$ cat src/hdl/psq_pkg.sv
package psq_pkg;
  // ****************************************
  // timing
  // ****************************************
  localparam int CLK_NS = 40;
  localparam int TOPO_TIMEOUT_NS = 120000;
  // a timeout is a longest time: round down
  localparam int TOPO_CYC = TOPO_TIMEOUT_NS / CLK_NS;
  localparam int AUTO_WAKE_NS = 1000000;
  // a least wait: round up
  localparam int AUTO_WAKE_CYC = (AUTO_WAKE_NS + CLK_NS - 1) / CLK_NS;
  localparam int PRE_SOFT_CYC = 2500;
  localparam int SUP_SOFT_CYC = 2500;
  localparam int ANA_TEST_CYC = 16;
  localparam int CNT_W = 24;

  // ****************************************
  // register map (byte offsets)
  // ****************************************
  localparam logic [11:0] OFF_CMD = 12'h000;
  localparam logic [11:0] OFF_INIT_LOCK = 12'h004;
  localparam logic [11:0] OFF_INIT_CFG = 12'h008;
  localparam logic [11:0] OFF_WAKE_EN = 12'h00C;
  localparam logic [11:0] OFF_SAFE_CTRL = 12'h010;
  localparam logic [11:0] OFF_STATUS = 12'h014;
  localparam logic [11:0] OFF_WAKE_SRC = 12'h018;
  localparam int CMD_SLEEP_BIT = 0;
  localparam int CMD_AUTO_BIT = 1;
  localparam int CMD_KEY_LSB = 8;
  localparam logic [7:0] SECURE_KEY = 8'hA5;
  localparam logic [7:0] INIT_CFG_RST = 8'h00;
  localparam logic [2:0] WAKE_EN_RST = 3'h7;

  // ****************************************
  // synchronised pin vector
  // ****************************************
  localparam int PIN_GATE = 0;
  localparam int PIN_UV = 1;
  localparam int PIN_KEY = 2;
  localparam int PIN_WAKE = 3;
  localparam int PIN_SEL = 6;
  localparam int PIN_MON = 9;
  localparam int PIN_RST_FB = 14;
  localparam int PIN_SAFE_FB = 15;
  localparam int NPINS = 16;

  typedef enum logic [3:0] {
    M_TOPO, M_PRE_ON, M_SELECT, M_SUP_ON, M_INIT, M_NORMAL,
    M_DEEP_FS, M_OFF_SLEEP, M_OFF_AUTO, M_OFF_DEEP
  } psq_main_t;

  typedef enum logic [2:0] {
    S_LOGIC_TEST, S_SEL_WAIT, S_ANA_TEST, S_REL_WAIT, S_INIT, S_NORMAL
  } psq_safe_t;

  typedef struct packed {
    logic pre_regulator;
    logic core_supply;
    logic aux_supply;
    logic analog_ref_supply;
    logic transceiver_supply;
    logic keep_alive_supply;
  } psq_sup_t;

  typedef struct packed {
    logic deep_fs_en;
    logic analog_5v;
    logic aux_5v;
  } psq_sel_t;

  typedef struct packed {
    logic timer;
    logic io;
    logic bus;
  } psq_wake_t;
endpackage

$ cat src/hdl/psq_sequencer.sv
// Notes on behaviour
// - main power machine and safety machine run side by side.
// - topology detection runs at every start-up before the pre-regulator.
// - gate pin above 120 mV before timeout locks buck-boost, else buck.
// - pre-regulator switches on with soft start after topology detection.
// - select phase decodes supply levels and deep fail-safe enable.
// - core, aux, analog supplies and transceiver supply start together.
// - init phase follows reset release; some registers writable only there.
// - any write to init-lock locks init registers and enters normal.
// - sleep only from normal by secured command; ignored elsewhere.
// - in off modes only keep-alive stays on; wake enables all.
// - sleep wakes on enabled sources, records source, restarts both machines.
// - auto-wake off on undervoltage or secured command; restart after 1.0 ms.
// - entering auto-wake off restarts the safety machine from scratch.
// - deep off entered from deep fail-safe with key low; left on rising key.
// - off modes keep main registers, clear all safety registers.
// - logic self-test runs at every start-up and wake-up.
// - logic test failure keeps safe outputs low, flags, still releases reset.
// - safety machine sets supervisor thresholds and deep fail-safe from select.
// - analog test failure blocks safe outputs but not reset release.
// - first analog test checks supervisor comparators and reset, safe feedback.
// - primary safe output low after start, released only on controller request.
//
// Added by the designer: the register addresses and the APB register port.
module psq_sequencer
  import psq_pkg::*;
#(
  parameter int AW = 12,
  parameter int PRE_SOFT = PRE_SOFT_CYC,
  parameter int SUP_SOFT = SUP_SOFT_CYC,
  parameter int AUTO_WAKE = AUTO_WAKE_CYC
) (
  input wire logic pclk,
  input wire logic presetn,
  input wire logic psel,
  input wire logic penable,
  input wire logic pwrite,
  input wire logic [AW-1:0] paddr,
  input wire logic [31:0] pwdata,
  output logic [31:0] prdata,
  output logic pready,
  output logic pslverr,
  input wire logic low_side_gate_pin,
  input wire logic prereg_undervoltage,
  input wire logic key_in,
  input wire logic [2:0] wake_pins,
  input wire logic [2:0] select_pins,
  input wire logic [4:0] supervisor_flags,
  input wire logic mcu_reset_fb,
  input wire logic primary_safe_fb,
  input wire logic deep_fs_req,
  input wire logic logic_self_test_done,
  input wire logic logic_self_test_pass,
  output logic gate_probe_en,
  output psq_sup_t supplies,
  output logic buck_boost,
  output psq_sel_t threshold_sel,
  output logic logic_self_test_start,
  output logic analog_self_test_force,
  output logic mcu_reset_out,
  output logic primary_safe_out,
  output logic secondary_safe_out,
  output logic [7:0] init_cfg
);

  // ****************************************
  // pin synchronisers
  // ****************************************
  logic [NPINS-1:0] pin_raw;
  logic [NPINS-1:0] pin_f;
  assign pin_raw = {primary_safe_fb, mcu_reset_fb, supervisor_flags, select_pins,
                    wake_pins, key_in, prereg_undervoltage, low_side_gate_pin};

  // a change counts only once stages two and three agree
  for (genvar i = 0; i < NPINS; i++) begin : g_sync
    logic s1;
    logic s2;
    logic s3;
    always_ff @(posedge pclk or negedge presetn) begin
      if (!presetn) begin
        s1 <= 1'b0;
        s2 <= 1'b0;
        s3 <= 1'b0;
        pin_f[i] <= 1'b0;
      end else begin
        s1 <= pin_raw[i];
        s2 <= s1;
        s3 <= s2;
        if (s2 == s3) begin
          pin_f[i] <= s3;
        end
      end
    end
  end

  logic gate_det;
  logic uv;
  logic key;
  psq_wake_t wake_now;
  psq_sel_t sel_now;
  logic [4:0] mon;
  assign gate_det = pin_f[PIN_GATE];
  assign uv = pin_f[PIN_UV];
  assign key = pin_f[PIN_KEY];
  assign wake_now = pin_f[PIN_WAKE+2:PIN_WAKE];
  assign sel_now = pin_f[PIN_SEL+2:PIN_SEL];
  assign mon = pin_f[PIN_MON+4:PIN_MON];

  // ****************************************
  // apb slave
  // ****************************************
  psq_main_t m_state;
  psq_safe_t s_state;
  psq_sel_t sel_cfg;
  psq_wake_t wake_en;
  psq_wake_t wake_src;
  logic [1:0] safe_rel;
  logic logic_fail;
  logic analog_fail;
  logic [11:0] addr;
  logic acc_wr;
  logic cmd_ok;
  logic wr_sleep;
  logic wr_auto;
  logic wr_lock;
  logic in_cfg_mode;
  logic [31:0] rd_data;
  logic rd_err;

  assign addr = 12'(paddr);
  assign acc_wr = psel & penable & pready & pwrite;
  assign cmd_ok = acc_wr && addr == OFF_CMD && pwdata[CMD_KEY_LSB+:8] == SECURE_KEY;
  assign wr_sleep = cmd_ok & pwdata[CMD_SLEEP_BIT];
  assign wr_auto = cmd_ok & pwdata[CMD_AUTO_BIT];
  assign wr_lock = acc_wr && addr == OFF_INIT_LOCK;
  assign in_cfg_mode = m_state == M_INIT || m_state == M_NORMAL;

  always_comb begin
    rd_data = 32'h0000_0000;
    rd_err = 1'b0;
    case (addr)
      OFF_CMD, OFF_INIT_LOCK: rd_data = 32'h0000_0000;
      OFF_INIT_CFG: rd_data = {24'h00_0000, init_cfg};
      OFF_WAKE_EN: rd_data = {29'h0000_0000, wake_en};
      OFF_SAFE_CTRL: rd_data = {30'h0000_0000, safe_rel};
      OFF_STATUS: rd_data = {18'h0_0000, sel_cfg, analog_fail, logic_fail,
                             buck_boost, mcu_reset_out, s_state, m_state};
      OFF_WAKE_SRC: rd_data = {29'h0000_0000, wake_src};
      default: rd_err = 1'b1;
    endcase
  end

  // answer is prepared in the setup cycle, so every access ends in one cycle
  always_ff @(posedge pclk or negedge presetn) begin
    if (!presetn) begin
      pready <= 1'b0;
      prdata <= 32'h0000_0000;
      pslverr <= 1'b0;
    end else begin
      pready <= psel & ~penable;
      if (psel && !penable) begin
        prdata <= pwrite ? 32'h0000_0000 : rd_data;
        pslverr <= rd_err;
      end
    end
  end

  // ****************************************
  // main-machine registers (kept through off modes)
  // ****************************************
  always_ff @(posedge pclk or negedge presetn) begin
    if (!presetn) begin
      init_cfg <= INIT_CFG_RST;
    end else if (acc_wr && addr == OFF_INIT_CFG && m_state == M_INIT) begin
      init_cfg <= pwdata[7:0];
    end
  end

  always_ff @(posedge pclk or negedge presetn) begin
    if (!presetn) begin
      wake_en <= WAKE_EN_RST;
    end else if (acc_wr && addr == OFF_WAKE_EN && in_cfg_mode) begin
      wake_en <= pwdata[2:0];
    end
  end

  // write one to clear; a wake in the same cycle wins
  always_ff @(posedge pclk or negedge presetn) begin
    if (!presetn) begin
      wake_src <= 3'h0;
    end else begin
      if (acc_wr && addr == OFF_WAKE_SRC) begin
        wake_src <= wake_src & ~pwdata[2:0];
      end
      if (m_state == M_OFF_SLEEP && |(wake_now & wake_en)) begin
        wake_src <= wake_now & wake_en;
      end
    end
  end

  // ****************************************
  // main power machine
  // ****************************************
  logic [CNT_W-1:0] m_cnt;
  logic key_q;
  logic sup_done;
  logic m_off;
  assign m_off = m_state == M_OFF_SLEEP || m_state == M_OFF_AUTO || m_state == M_OFF_DEEP;

  always_ff @(posedge pclk or negedge presetn) begin
    if (!presetn) begin
      m_state <= M_TOPO;
      m_cnt <= '0;
      buck_boost <= 1'b0;
      sel_cfg <= '0;
      sup_done <= 1'b0;
      key_q <= 1'b0;
    end else begin
      key_q <= key;
      m_cnt <= m_cnt + 1'b1;
      case (m_state)
        M_TOPO: begin
          sup_done <= 1'b0;
          if (gate_det) begin
            buck_boost <= 1'b1;
            m_state <= M_PRE_ON;
            m_cnt <= '0;
          end else if (m_cnt == CNT_W'(TOPO_CYC - 1)) begin
            buck_boost <= 1'b0;
            m_state <= M_PRE_ON;
            m_cnt <= '0;
          end
        end
        M_PRE_ON: begin
          if (m_cnt == CNT_W'(PRE_SOFT - 1)) begin
            m_state <= M_SELECT;
          end
        end
        M_SELECT: begin
          sel_cfg <= sel_now;
          m_state <= M_SUP_ON;
          m_cnt <= '0;
        end
        M_SUP_ON: begin
          if (m_cnt >= CNT_W'(SUP_SOFT - 1)) begin
            sup_done <= 1'b1;
            m_cnt <= m_cnt;
          end
          if (mcu_reset_out) begin
            m_state <= M_INIT;
          end
        end
        M_INIT: begin
          if (deep_fs_req && sel_cfg.deep_fs_en) begin
            m_state <= M_DEEP_FS;
          end else if (uv) begin
            m_state <= M_OFF_AUTO;
            m_cnt <= '0;
          end else if (wr_lock) begin
            m_state <= M_NORMAL;
          end
        end
        M_NORMAL: begin
          if (deep_fs_req && sel_cfg.deep_fs_en) begin
            m_state <= M_DEEP_FS;
          end else if (uv || wr_auto) begin
            m_state <= M_OFF_AUTO;
            m_cnt <= '0;
          end else if (wr_sleep) begin
            m_state <= M_OFF_SLEEP;
          end
        end
        M_DEEP_FS: begin
          if (!key) begin
            m_state <= M_OFF_DEEP;
          end
        end
        M_OFF_SLEEP: begin
          if (|(wake_now & wake_en)) begin
            m_state <= M_TOPO;
            m_cnt <= '0;
          end
        end
        M_OFF_AUTO: begin
          if (m_cnt == CNT_W'(AUTO_WAKE - 1)) begin
            m_state <= M_TOPO;
            m_cnt <= '0;
          end
        end
        M_OFF_DEEP: begin
          if (key && !key_q) begin
            m_state <= M_TOPO;
            m_cnt <= '0;
          end
        end
        default: begin
          m_state <= M_TOPO;
          m_cnt <= '0;
        end
      endcase
    end
  end

  // ****************************************
  // supply enables
  // ****************************************
  always_ff @(posedge pclk or negedge presetn) begin
    if (!presetn) begin
      supplies <= '0;
      gate_probe_en <= 1'b0;
    end else begin
      gate_probe_en <= m_state == M_TOPO;
      supplies.keep_alive_supply <= 1'b1;
      supplies.pre_regulator <= m_state inside {M_PRE_ON, M_SELECT, M_SUP_ON,
                                                M_INIT, M_NORMAL};
      // the four later supplies share one enable so they start together
      supplies.core_supply <= m_state inside {M_SUP_ON, M_INIT, M_NORMAL};
      supplies.aux_supply <= m_state inside {M_SUP_ON, M_INIT, M_NORMAL};
      supplies.analog_ref_supply <= m_state inside {M_SUP_ON, M_INIT, M_NORMAL};
      supplies.transceiver_supply <= m_state inside {M_SUP_ON, M_INIT, M_NORMAL};
    end
  end

  // ****************************************
  // safety machine
  // ****************************************
  logic [4:0] s_cnt;
  logic s_restart;
  // deep fail-safe and every off mode wipe the safety side
  assign s_restart = m_off || m_state == M_DEEP_FS;

  always_ff @(posedge pclk or negedge presetn) begin
    if (!presetn) begin
      s_state <= S_LOGIC_TEST;
      s_cnt <= '0;
      logic_fail <= 1'b0;
      analog_fail <= 1'b0;
      safe_rel <= 2'b00;
      threshold_sel <= '0;
      mcu_reset_out <= 1'b0;
      logic_self_test_start <= 1'b0;
      analog_self_test_force <= 1'b0;
    end else if (s_restart) begin
      s_state <= S_LOGIC_TEST;
      s_cnt <= '0;
      logic_fail <= 1'b0;
      analog_fail <= 1'b0;
      safe_rel <= 2'b00;
      threshold_sel <= '0;
      mcu_reset_out <= 1'b0;
      logic_self_test_start <= 1'b0;
      analog_self_test_force <= 1'b0;
    end else begin
      if (acc_wr && addr == OFF_SAFE_CTRL && in_cfg_mode) begin
        safe_rel <= pwdata[1:0];
      end
      case (s_state)
        S_LOGIC_TEST: begin
          logic_self_test_start <= 1'b1;
          if (logic_self_test_start && logic_self_test_done) begin
            logic_fail <= ~logic_self_test_pass;
            logic_self_test_start <= 1'b0;
            s_state <= S_SEL_WAIT;
          end
        end
        S_SEL_WAIT: begin
          if (m_state == M_SUP_ON) begin
            threshold_sel <= sel_cfg;
            s_state <= S_ANA_TEST;
            s_cnt <= '0;
          end
        end
        S_ANA_TEST: begin
          analog_self_test_force <= 1'b1;
          s_cnt <= s_cnt + 1'b1;
          if (s_cnt == 5'(ANA_TEST_CYC - 1)) begin
            // forced comparators must trip; held-low pins must read back low
            analog_fail <= ~(&mon) | pin_f[PIN_RST_FB] | pin_f[PIN_SAFE_FB];
            analog_self_test_force <= 1'b0;
            s_state <= S_REL_WAIT;
          end
        end
        S_REL_WAIT: begin
          // test failures do not hold the reset back
          if (sup_done) begin
            mcu_reset_out <= 1'b1;
            s_state <= S_INIT;
          end
        end
        S_INIT: begin
          if (m_state == M_NORMAL) begin
            s_state <= S_NORMAL;
          end
        end
        S_NORMAL: begin
        end
        default: begin
          s_state <= S_LOGIC_TEST;
        end
      endcase
    end
  end

  // ****************************************
  // safe outputs
  // ****************************************
  logic safe_ok;
  assign safe_ok = (s_state == S_INIT || s_state == S_NORMAL) && !s_restart
                   && !logic_fail && !analog_fail;

  always_ff @(posedge pclk or negedge presetn) begin
    if (!presetn) begin
      primary_safe_out <= 1'b0;
      secondary_safe_out <= 1'b0;
    end else begin
      primary_safe_out <= safe_ok & safe_rel[0];
      secondary_safe_out <= safe_ok & safe_rel[1];
    end
  end

endmodule // psq_sequencer

$ cat config.mk
export PLATFORM = sky130hd
export DESIGN_NAME = psq_sequencer
export DESIGN_NICKNAME = d
export VERILOG_FILES = /design/src/hdl/psq_pkg.sv /design/src/hdl/psq_sequencer.sv
export SDC_FILE = /design/constraint.sdc
export NUM_CORES = 1
export LEC_CHECK = 0
export BUFFER_PORTS_ARGS = -buffer_cell sky130_fd_sc_hd__buf_2
export CORE_MARGIN = 3
export CORE_UTILIZATION = 55
export CTS_CLUSTER_SIZE = 28
export DETAILED_ROUTE_END_ITERATION = 16
export MAX_ROUTING_LAYER = met4
export PLACE_DENSITY_LB_ADDON = 0.3
export SYNTH_ARGS = -nofsm -noshare
export SYNTH_HDL_FRONTEND = slang
export SYNTH_SLANG_ARGS = --single-unit
export TNS_END_PERCENT = 100
$ cat constraint.sdc
create_clock -name pclk -period 2.57 [get_ports pclk]
set_input_delay 0.514 -clock pclk [delete_from_list [all_inputs] [get_ports pclk]]
set_output_delay 0.514 -clock pclk [all_outputs]
set_load 0.005 [all_outputs]
Word-level counts from Yosys, hierarchy flattened:

Index checks and enable logic that the tools add are counted.

* bits in registers: 170
* bits in latches: 0
* memory bits (writable): 0
* memory bits (read-only): 0
* input port bits: 68
* output and inout bits: 58
* word-level logic and storage cells: 301
* memories: 0

* add/sub/neg operators: 2
* $mul: 0
* div/mod/pow operators: 0
* magnitude comparators: 1
* equality and inequality tests: 58
* shifts and indexed selects: 0
* muxes and demuxes: 65
* bitwise logic cells: 16
* reduce and logical (&&, ||, !) cells: 60

Operator list (count)
* 2-to-1 mux 24 bit: 10
* case mux 24 bit (8 select lines): 1
* case mux 14 bit (5 select lines): 1
* 2-to-1 mux 4 bit: 14
* == test 24 x 12 -> 1 bit, second input constant: 2
* case mux 4 bit (10 select lines): 1
* == test 12 x 5 -> 1 bit, second input constant: 3
* 2-to-1 mux 3 bit: 11
* 2-to-1 mux 32 bit: 1
* adder 24 x 1 -> 24 bit, second input constant: 1
* == test 12 x 4 -> 1 bit, second input constant: 2
* == test 24 x 15 -> 1 bit, second input constant: 1
* greater-or-equal comparator 24 x 12 -> 1 bit, second input constant: 1
* nonzero test 2 bit: 12
* 2-to-1 mux 1 bit: 19
* logical AND 1 bit: 18
* != test 3 bit, second input constant: 6
* case mux 3 bit (6 select lines): 1
* == test 1 bit: 16
* == test 4 x 3 -> 1 bit, second input constant: 4
* AND reduction 2 bit: 7
* == test 12 x 3 -> 1 bit, second input constant: 1
* logical NOT 12 bit: 1
* != test 2 bit, second input constant: 6
* other kinds (33): 62

Longest topological paths before layout:

Gate-level depths: netlist (run 1).

* depth in word-level cells: 10
* mapped depth: 8

Worst setup path before layout (run 1):

OpenSTA, ideal clock, no wires.

* path kind: register -> register
* from: register m_cnt[16]
* to: register m_cnt[23]
* arrival time: 2.218 ns
* required time: 2.450 ns
* setup slack: 0.232 ns
* cell stages (with the launch flop): 8
* path buffers: 1
* period minus slack after synthesis: 2.338 ns
* cell sequence: dfrtp_1 -> or4_1 -> or4b_4 -> o21a_1 -> buf_6 -> nor3_4 -> xnor2_1 -> nor2_2

* cells in the longest elaborated chain, start to end: 4
* elaborated cells on any way between the ends: 16

Ends and longest elaborated chain
* start: declaration: RTL line psq_sequencer.sv:204 `logic [CNT_W-1:0] m_cnt;`
* start signal: assignment: RTL line psq_sequencer.sv:220 `m_cnt <= m_cnt + 1'b1;`
* start signal: assignment: RTL line psq_sequencer.sv:247 `m_cnt <= m_cnt;`
* adder 24 x 1 -> 24 bit or == test 24 x 12 -> 1 bit (tied branches): RTL line psq_sequencer.sv:220, psq_sequencer.sv:228
* 2-to-1 mux 24 bit, on equally long branches: RTL line psq_sequencer.sv:266, psq_sequencer.sv:228, psq_sequencer.sv:256
* 2-to-1 mux 24 bit, on equally long branches: RTL line psq_sequencer.sv:264, psq_sequencer.sv:224, psq_sequencer.sv:254
* case mux 24 bit (8 select lines): RTL line psq_sequencer.sv:221 `case (m_state)`

Several ways; a longest one is shown, not always the timed one. The select of a mux whose other input is x is not followed.
A chain may end at the register's enable or synchronous reset.

Final worst setup path (run 1):

* from: register m_cnt[21]
* to: register m_cnt[16]

* cells in the longest elaborated chain, start to end: 4
* elaborated cells on any way between the ends: 8

Ends and longest elaborated chain
* parallel branches: the longest is 4 deep, another holds greater-or-equal comparator 24 x 12 -> 1 bit

Several ways; the timed one is not identified.

==> metrics, run 1 <==
status complete, no violations; worst skew pair latency approximately 420 ps; dpl ws -54.38 ps; DRT iter0 DRCs about 350; cell area after synthesis around 6600 µm²; final hold vios 0; number of enable flip-flop cells after synthesis 0; number of remaining DRC errors 0; Worst-Margin Slew slightly below 600 ps; P_sw 0.002145 W; Top delay family on crit path simple AND/OR/NAND/NOR gates; Worst-path clk slew approximately 60 ps; depth of the most critical reg-to-reg path 7; Initial Util a little under three fifths; internal power about 0.0048 W; final setup margin around 36 ps; top post-synthesis cells by area dfrtp_1, nor2_1, mux2_2; chip width about 120 µm; clk_skew 8.098 ps; Clock Power Share a little over a third; CP Class flip-flop to flip-flop; ratio of cells with drive above 1 in the final layout between 30 and 40%; H-tree levels 4; slowest cell on the critical path or4_4; final net count 778; unrepaired setup endpoints after global routing true; total of max-cap violations 0; CP Max Fanout 4; Filler cells roughly 820; Register Area approximately 3800 µm²; Worst VDD drop 643.8 µV; Pleak 3.789 nW; initial antenna violation count 0; Final min period 2534 ps; Power Density 855.8 nW/µm²; combinational fraction of design power 21.9%; total I/O pin count around 130; core area ~12000 µm²; TritonCTS clock tree done; Power Total between 0.006 and 0.007 W; GR Util All Layers around a quarter; cell count after synthesis 575; gpl congestion roughly 0.89; Num CTS Buffers 17; area fraction of the dominant cell type after synthesis between 50 and 60%; cells along the critical path or4_4, or4b_4, buf_6, o21ai_4, nand2_2, or3_1, a21oi_1; antenna cells 0; wire per inst roughly 17 µm; area leader, netlist dfrtp_1; Seq/Total Area, Yosys just under 60%; WP data arrival 2870 ps; first-pass GRT wire length 23.23 mm; Fmax ~390 MHz; Max Slew Vio Count 0; most frequent cells in the layout dfrtp_1, buf_2, nor2_1; Area growth syn-to-layout 22.90%; Multi-input gate area ~2500 µm²; Critical path buffers and inverters 1; CP startpoint kind flip-flop; Flop pwr share 41.9%; setup violators final 0; crit-path max cell delay about 570 ps; commonest non-fill, non-tap cell in the layout dfrtp_1; die height approximately 120 µm; vias per cell approximately 5.7; Synth cell types 73; Worst R2R Setup Slack ~36 ps; Port Buffers 91; Worst Setup EP m_cnt[16]$_DFFE_PN0P_; Sw Share 31.03%; vias in the first global route between 4k and 5k; critical path depth 7; total die area about 13000 µm²; final period utilization around 100%; clock sink count roughly 150; Avg Inst Size Synth around 11 µm²; Ys Warns 0; drt pass-1 iters 5; clock buffer depth 2; HP Class input pin to async pin; Post-synth ARST share between 90% and 100%; WL final approximately 14 mm; detailed placement HPWL ~10 mm; maximum number of pins on one net before global-route repair 61; Main synth FF type dfrtp_1; Post-DRT Antenna Nets 0; reg-to-reg critical path startpoint m_cnt[21]$_DFFE_PN0P_; root buffer cell clkbuf_16; Worst setup startpoint m_cnt[21]$_DFFE_PN0P_; site row count 39; Synth Register Bits 152; Required @ worst endpoint 2910 ps; Worst slew margin between 60% and 70%; r2r endpoint m_cnt[16]$_DFFE_PN0P_; Overflow after GRT 0; vias roughly 4.9k; CP endpoint kind flip-flop
==> flip-flops by register name (all words and copies together) (netlist names), 4 cells and up <==
signal / flops
g_sync.s3: 16
s_cnt: 5
init_cfg: 8
m_state: 4
m_cnt: 24
g_sync.s2: 16
prdata: 14
mon: 5
pin_f: 8
g_sync.s1: 16
==> synthesized netlist by cell type, types with 3 or more instances <==
library cell / instances
ha_1: 3
nand3b_1: 3
a22o_1: 17
o31ai_1: 4
nand3_1: 11
a21oi_1: 19
xor2_1: 13
xnor2_1: 7
or4_1: 3
nor4_1: 9
dfstp_2: 3
mux2i_1: 8
o21ai_0: 14
nor3_1: 17
nand2b_1: 7
nand4_1: 15
a22oi_1: 3
maj3_1: 16
and2_1: 7
a211oi_1: 4
nor2b_1: 7
inv_1: 10
nand2_1: 46
clkbuf_1: 21
buf_4: 22
mux2_2: 16
or3_1: 3
and3_1: 5
dfrtp_1: 149
nor2_1: 55
==> cell families (layout without fill, tap and decap cells) <==
group | Yosys count | in the layout | synth area share [%]
AND/OR/NAND/NOR | 218 | 218 | 18.37
other | 2 | 19 | 0.1142
XOR/XNOR | 20 | 20 | 2.665
flip-flops | 152 | 152 | 57.92
multiplexers | 25 | 25 | 4.301
adder cells (fa/ha/maj) | 19 | 19 | 3.007
AO/OA/AOI/OAI | 82 | 82 | 8.965
buffers and inverters | 57 | 185 | 4.663
==> metal layers <==
metal  track usage, %  up-vias  share of wire (%)
met5                -        -                  0
met4            8.998        0                2.0
met3            4.316       23                6.3
met2            37.42      178                 48
met1            29.50     2420                 44
li1                 -     2280                  -
==> worst min path at each step <==
| stage | from | end | slack, ps | cells past startpoint |
|---|---|---|---|---|
| after floorplan | presetn | analog_fail$_DFFE_PN0P_ | 220 | 0 |
| final | presetn | m_cnt[9]$_DFFE_PN0P_ | 40 | 1 |
| after CTS | presetn | supplies[1]$_DFF_PN0_ | 70 | 1 |
| after detailed placement | g_sync[6].s1$_DFF_PN0_ | g_sync[6].s2$_DFF_PN0_ | 330 | 0 |
| after global routing | presetn | m_cnt[5]$_DFFE_PN0P_ | 90 | 1 |
| after global placement | g_sync[12].s1$_DFF_PN0_ | g_sync[12].s2$_DFF_PN0_ | 330 | 0 |
==> what timing repair did <==
action | 4_1_cts | 5_1_grt
hold buffers | 0 | 0
endpoints found under the setup margin | 26 | 16
gates resized for setup | 3 | 4
cloned | 0 | 1
setup buffers | 0 | 3
pin swaps | 0 | 5
==> per-stage QoR <==
stage	area, µm²	cells	setup TNS, ps	hold slack, ps	util [%]
final	8079	863	0	37.94	69.86
after global placement	7395	827	0	331.7	63.94
after global routing	8079	863	-66.97	90.80	69.86
after floorplan	6638	592	0	218.4	-
after detailed placement	7395	827	-318.8	334.7	63.94
after CTS	8016	859	0	65.34	69.32
==> final cells by class <==
class / count / share of cell area [%]
flip-flops and latches: 152 / 47.13
multi-input cells: 383 / 31.45
repair buffers: 143 / 11.21
clock buffers: 18 / 5.312
clock inverters: 14 / 2.215
well taps: 143 / 2.215
inverters: 10 / 0.4646
==> power groups by stage <==
stage          Combinational, W  Clock (W)  Sequential (W)
2_1_floorplan           0.00104          0         0.00282
3_3_place_gp            0.00144          0         0.00292
3_5_place_dp            0.00149          0         0.00293
4_1_cts                 0.00152    0.00255         0.00289
5_1_grt                 0.00167    0.00266         0.00294
6_report                0.00151    0.00250         0.00290
Note: power is estimated with default switching activity, not from simulation.
==> run 2, diff against run 1 <==
ABC_AREA = 1   (was unset)
CELL_PAD_IN_SITES_DETAIL_PLACEMENT = 2   (was unset)
CELL_PAD_IN_SITES_GLOBAL_PLACEMENT = 2   (was unset)
CORE_ASPECT_RATIO = 0.7   (was unset)
CORE_UTILIZATION = 33   (was 55)
==> metrics, run 2 <==
status complete, no violations (unchanged); Worst-Margin Slew 858.0 ps (was 593.6 ps); detailed placement HPWL 16.45 mm (was 10.33 mm); Power Density 837.2 nW/µm² (was 855.8 nW/µm²); worst skew pair latency 440 ps (was 420 ps); area leader, netlist dfrtp_1 (unchanged); final setup margin 443.2 ps (was 35.58 ps); H-tree levels 4 (unchanged); core area 20980 µm² (was 11560 µm²); CP Max Fanout 5 (was 4); Ys Warns 0 (unchanged); Commonest cells post-synth nand2_1, dfrtp_1, inv_1 (was dfrtp_1, nor2_1, nand2_1); hold bufs inserted after CTS 0 (unchanged); Port Buffers 91 (unchanged); Initial Util 33.97% (was 56.84%); total I/O pin count 126 (unchanged); vias per cell 4.817 (was 5.679); Synth cell types 43 (was 73); Fmax 470.2 MHz (was 394.6 MHz); Main synth FF type dfrtp_1 (unchanged); CP endpoint kind flip-flop (unchanged); WL final 22.15 mm (was 14.32 mm); cell area after synthesis 7126 µm² (was 6574 µm²); flip-flop count of the largest register after layout 24 (unchanged); top post-synthesis cells by area dfrtp_1, nand2_1, inv_1 (was dfrtp_1, nor2_1, mux2_2); most common cell in the netlist nand2_1 (was dfrtp_1); Final min period 2127 ps (was 2534 ps); DRT iter0 DRCs 277 (was 351); clock buffer depth 2 (unchanged); vias 6041 (was 4901); Post-CTS Setup Inserts 0 (unchanged); CP startpoint kind flip-flop (unchanged); GR Util All Layers 20.41% (was 23.29%); root buffer cell clkbuf_16 (unchanged); die height 128.9 µm (was 115.3 µm); Worst slew margin 42.05% (was 60.43%); initial antenna violation count 0 (unchanged); setup violators final 0 (unchanged); Required @ worst endpoint 2900 ps (was 2910 ps); post-layout util 40.45% (was 69.86%); clock sink count 152 (unchanged); Pleak 4.501 nW (was 3.789 nW); commonest non-fill, non-tap cell in the layout nand2_1 (was dfrtp_1); Max Slew Vio Count 0 (unchanged); Seq/Total Area, Yosys 53.43% (was 57.92%); vias in the first global route 6609 (was 4807); Area growth syn-to-layout 19.07% (was 22.90%); WP data arrival 2450 ps (was 2870 ps); area fraction of the dominant cell type after synthesis 52.33% (was 56.72%); post-CTS sizing 0 (was 3); maximum number of pins on one net before global-route repair 56 (was 61); gpl congestion 0.8466 (was 0.8906); Worst VDD drop 506.9 µV (was 643.8 µV); chip width 181.6 µm (was 115.3 µm); Post-DRT Antenna Nets 0 (unchanged); number of enable flip-flop cells after synthesis 0 (unchanged); Reg with most FFs m_cnt (unchanged); dpl ws 322.9 ps (was -54.38 ps); first-pass GRT wire length 36.11 mm (was 23.23 mm); final period utilization 82.75% (was 98.62%); total of max-cap violations 0 (unchanged); total die area 23420 µm² (was 13300 µm²); Overflow after GRT 0 (unchanged); number of remaining DRC errors 0 (unchanged); cell count after synthesis 856 (was 575); Final Instance Area 8484 µm² (was 8079 µm²); CP Class flip-flop to flip-flop (unchanged); final hold vios 0 (unchanged); antenna cells 0 (unchanged); most frequent cells in the layout nand2_1, dfrtp_1, inv_1 (was dfrtp_1, buf_2, nor2_1); wire per inst 17.66 µm (was 16.60 µm); total negative slack 0 ps (unchanged); Num CTS Buffers 17 (unchanged); unrepaired setup endpoints after global routing false (was true); Post-synth ARST share 100.0% (unchanged); drt pass-1 iters 4 (was 5); HP Class input pin to async pin (unchanged); final net count 1036 (was 778); TritonCTS clock tree done (unchanged); Worst-path clk slew 70 ps (was 60 ps); clk_skew 10.12 ps (was 8.098 ps); ratio of cells with drive above 1 in the final layout 16.16% (was 30.56%); site row count 44 (was 39); DP Area 7899 µm² (was 7395 µm²); Synth Register Bits 152 (unchanged); Avg Inst Size Synth 8.324 µm² (was 11.43 µm²)
run 2: layer usage:
layer	vias to the layer above	wire, µm	track usage (%)
li1	2875	-	-
met3	18	773	3.447
met4	0	241	5.461
met5	-	0	-
met2	100	9716	30.62
met1	3048	11420	28.82
run 2: final cells by class:
cell class / instances / area, µm²
Tap cell: 276 / 345.3
Multi-Input combinational cell: 543 / 2594
Inverter: 146 / 548.0
Sequential cell: 152 / 3807
Fill cell: 2446 / 12490
Clock buffer: 19 / 452.9
Clock inverter: 13 / 132.6
Timing Repair Buffer: 105 / 604.3
run 2: logic make-up (layout without fill, tap and decap cells):
logic type	Yosys count	count (layout)	synth area share (%)
AND/OR/NAND/NOR	421	421	25.51
buffers and inverters	178	283	11.06
flip-flops	152	152	53.43
AO/OA/AOI/OAI	82	82	6.866
adder cells (fa/ha/maj)	19	19	2.774
other	2	19	0.1054
XOR/XNOR	2	2	0.2459
run 2: final timing paths:
kind	start	endpoint	slack (ps)	cells past startpoint
min in group pclk	wake_pins[0]	g_sync[3].s1$_DFF_PN0_	180	1
max in group asynchronous	presetn	g_sync[11].s3$_DFF_PN0_	1840	2
worst max register to register	m_cnt[0]$_DFFE_PN0P_	m_cnt[22]$_DFFE_PN0P_	440	12
worst max-delay path	m_cnt[0]$_DFFE_PN0P_	m_cnt[22]$_DFFE_PN0P_	440	12
worst min register to register	g_sync[11].s1$_DFF_PN0_	g_sync[11].s2$_DFF_PN0_	350	0
worst min-delay path	presetn	init_cfg[5]$_DFFE_PN0P_	60	1
run 2: where the power goes:
part	switching (W)	internal, W
clock network	0.00111	0.00141
logic	0.00119	0.000535
registers	0.000208	0.00265
total	0.00250	0.00460
run 2: stage by stage:
stage / hold WS (ps) / total power, W / instances
6_report: 56.74 / 0.007103 / 1254
5_1_grt: 88.62 / 0.007551 / 1254
4_1_cts: 71.41 / 0.007211 / 1254
3_5_place_dp: 336.4 / 0.004619 / 1222
3_3_place_gp: 331.4 / 0.004524 / 1222
2_1_floorplan: 218.4 / 0.003960 / 873
run 2: critical path, cell delays in order, from the launching register on:
cell and delay, ps:
dfrtp_1 420, ha_1 200, nand2_1 60, nor2_1 190, nand3_1 220, nor2_1 290, nand2_1 170, nor2_2 150
nand3_1 90, nand2_1 80, clkinv_1 50, nand2_1 50, inv_1 40
==> run 3, diff against run 2 <==
CORE_UTILIZATION = 30   (was 33)
clock period = 1.9 ns   (was 2.57 ns; I/O delays follow)
==> metrics, run 3 (synthesis gave the netlist of run 2 again) <==
status complete, but fails checks (was complete, no violations); violated checks setup timing; Area growth syn-to-layout 29.96% (was 19.07%); hold_sp wake_pins[2]; detailed placement HPWL 17.73 mm (was 16.45 mm); worst skew pair latency 440 ps (about the same); Power Density 1158 nW/µm² (was 837.2 nW/µm²); CP Class flip-flop to flip-flop (unchanged); Min Hold Slack 48.37 ps (was 56.74 ps); unrepaired setup endpoints after global routing true (was false); clock sink count 152 (unchanged); gpl congestion 0.8394 (was 0.8466); Max Slew Vio Count 0 (unchanged); CP startpoint kind flip-flop (unchanged); Port Buffers 91 (unchanged); total I/O pin count 126 (unchanged); initial antenna violation count 0 (unchanged); GR Util All Layers 19.10% (was 20.41%); TritonCTS clock tree done (unchanged); Final min period 1919 ps (was 2127 ps); Worst VDD drop 645.9 µV (was 506.9 µV); number of remaining DRC errors 0 (unchanged); Reg with most FFs m_cnt (unchanged); vias per cell 4.710 (was 4.817); Clock Power Share 33.0% (was 35.5%); maximum number of pins on one net before global-route repair 43 (was 56); final hold vios 0 (unchanged); setup violators final 11 (was 0); Initial Util 31.03% (was 33.97%); final setup margin -19.04 ps (was 443.2 ps); CP Max Fanout 6 (was 5); Worst R2R Setup Slack -20 ps (was 440 ps); flip-flop count of the largest register after layout 24 (unchanged); internal power 0.006896 W (was 0.004598 W); die height 134.9 µm (was 128.9 µm); DP Area 8224 µm² (was 7899 µm²); Post-DRT Antenna Nets 0 (unchanged); HP Class input pin to flip-flop (was input pin to async pin); Pleak 4.805 nW (was 4.501 nW); CP endpoint kind flip-flop (unchanged); clk_skew 7.357 ps (was 10.12 ps); combinational fraction of design power 30.9% (was 24.3%); commonest non-fill, non-tap cell in the layout nand2_1 (unchanged); gr busiest metal met2 (unchanged); clock buffer depth 2 (unchanged); most frequent cells in the layout nand2_1, dfrtp_1, inv_1 (unchanged); vias in the first global route 6615 (was 6609); WP data arrival 2250 ps (was 2450 ps); core area 22960 µm² (was 20980 µm²); reg-to-reg critical path startpoint m_cnt[18]$_DFFE_PN0P_ (was m_cnt[0]$_DFFE_PN0P_); root buffer cell clkbuf_16 (unchanged); Fmax 521.1 MHz (was 470.2 MHz); first-pass GRT wire length 36.77 mm (was 36.11 mm); DRT iter0 DRCs 267 (was 277); Worst setup startpoint m_cnt[18]$_DFFE_PN0P_ (was m_cnt[0]$_DFFE_PN0P_); total of max-cap violations 0 (unchanged); post-layout util 40.32% (was 40.45%); Worst-path clk slew 70 ps (about the same); routing usage on met2 28.26% (was 30.62%); chip width 190.2 µm (was 181.6 µm); antenna cells 0 (unchanged); wire per inst 17.75 µm (was 17.66 µm); ratio of cells with drive above 1 in the final layout 27.96% (was 16.16%); Num CTS Buffers 17 (unchanged); Flop pwr share 36.1% (was 40.2%); site row count 46 (was 44); final net count 1081 (was 1036); Worst slew margin 36.13% (was 42.05%); met1 usage 26.54% (was 28.82%); drt pass-1 iters 4 (unchanged); Sw Share 35.71% (was 35.26%); final period utilization 101.0% (was 82.75%); Overflow after GRT 0 (unchanged); Power Total 0.01073 W (was 0.007103 W); total die area 25670 µm² (was 23420 µm²); GR Util met3 4.800% (was 3.447%); WL final 23.70 mm (was 22.15 mm); Required @ worst endpoint 2230 ps (was 2900 ps); dpl ws -99.91 ps (was 322.9 ps); Worst-Margin Slew 945.7 ps (was 858.0 ps); vias 6288 (was 6041); Final Instance Area 9260 µm² (was 8484 µm²); H-tree levels 4 (unchanged); P_sw 0.003831 W (was 0.002504 W)
## run 3: power by group through the flow
stage,clock network [W],registers (W),logic [W]
global placement,0,0.00390,0.00241
detailed placement,0,0.00393,0.00252
floorplan,0,0.00382,0.00153
global route,0.00379,0.00392,0.00366
CTS,0.00365,0.00388,0.00263
finish,0.00354,0.00387,0.00332
## run 3: worst paths after layout
check | cells after the start | to
worst min register to register | 0 | g_sync[12].s2$_DFF_PN0_
worst max register to register | 11 | m_cnt[9]$_DFFE_PN0P_
worst min-delay path | 1 | g_sync[5].s1$_DFF_PN0_
worst max-delay path | 11 | m_cnt[9]$_DFFE_PN0P_
max in group asynchronous | 3 | m_cnt[6]$_DFFE_PN0P_
min in group asynchronous | 2 | init_cfg[3]$_DFFE_PN0P_
## run 3: cell type report
cell class                      instances  area (µm²)
Clock buffer                           17       425.4
Clock inverter                         15       178.9
Fill cell                            2542       13700
Inverter                              146       548.0
Multi-Input combinational cell        543        2824
Sequential cell                       152        3819
Tap cell                              312       390.4
Timing Repair Buffer                  150        1075
## run 3: stage by stage
step                std cells  setup TNS [ps]
floorplan                 873               0
global placement         1292          -304.0
detailed placement       1292           -1771
CTS                      1325               0
global route             1335           -3042
finish                   1335          -67.87
## run 3: timing repair
| action | CTS | global route |
|---|---|---|
| hold buffers | 1 | 0 |
| gates cloned | 0 | 4 |
| setup buffers | 0 | 7 |
| endpoints found under the setup margin | 25 | 41 |
| pin swaps | 0 | 26 |
| gates resized for setup | 13 | 93 |
| hold endpoints to repair | 18 | 0 |
## run 3: critical path, stage by stage (launching register included)
cell,delay (ps)
dfrtp_1,410
nor2_2,190
nand2_2,120
nor2_8,130
nand2_1,100
o21ai_2,150
inv_1,90
nor2_4,100
nand3_4,190
clkbuf_16,230
nand2_2,60
inv_2,30
## run 3: per-layer routing
metal  wire length (µm)  up-vias
li1                   -     2979
met1              11800     3178
met2              10660      112
met3               1026       19
met4                213        0
met5                  0        -
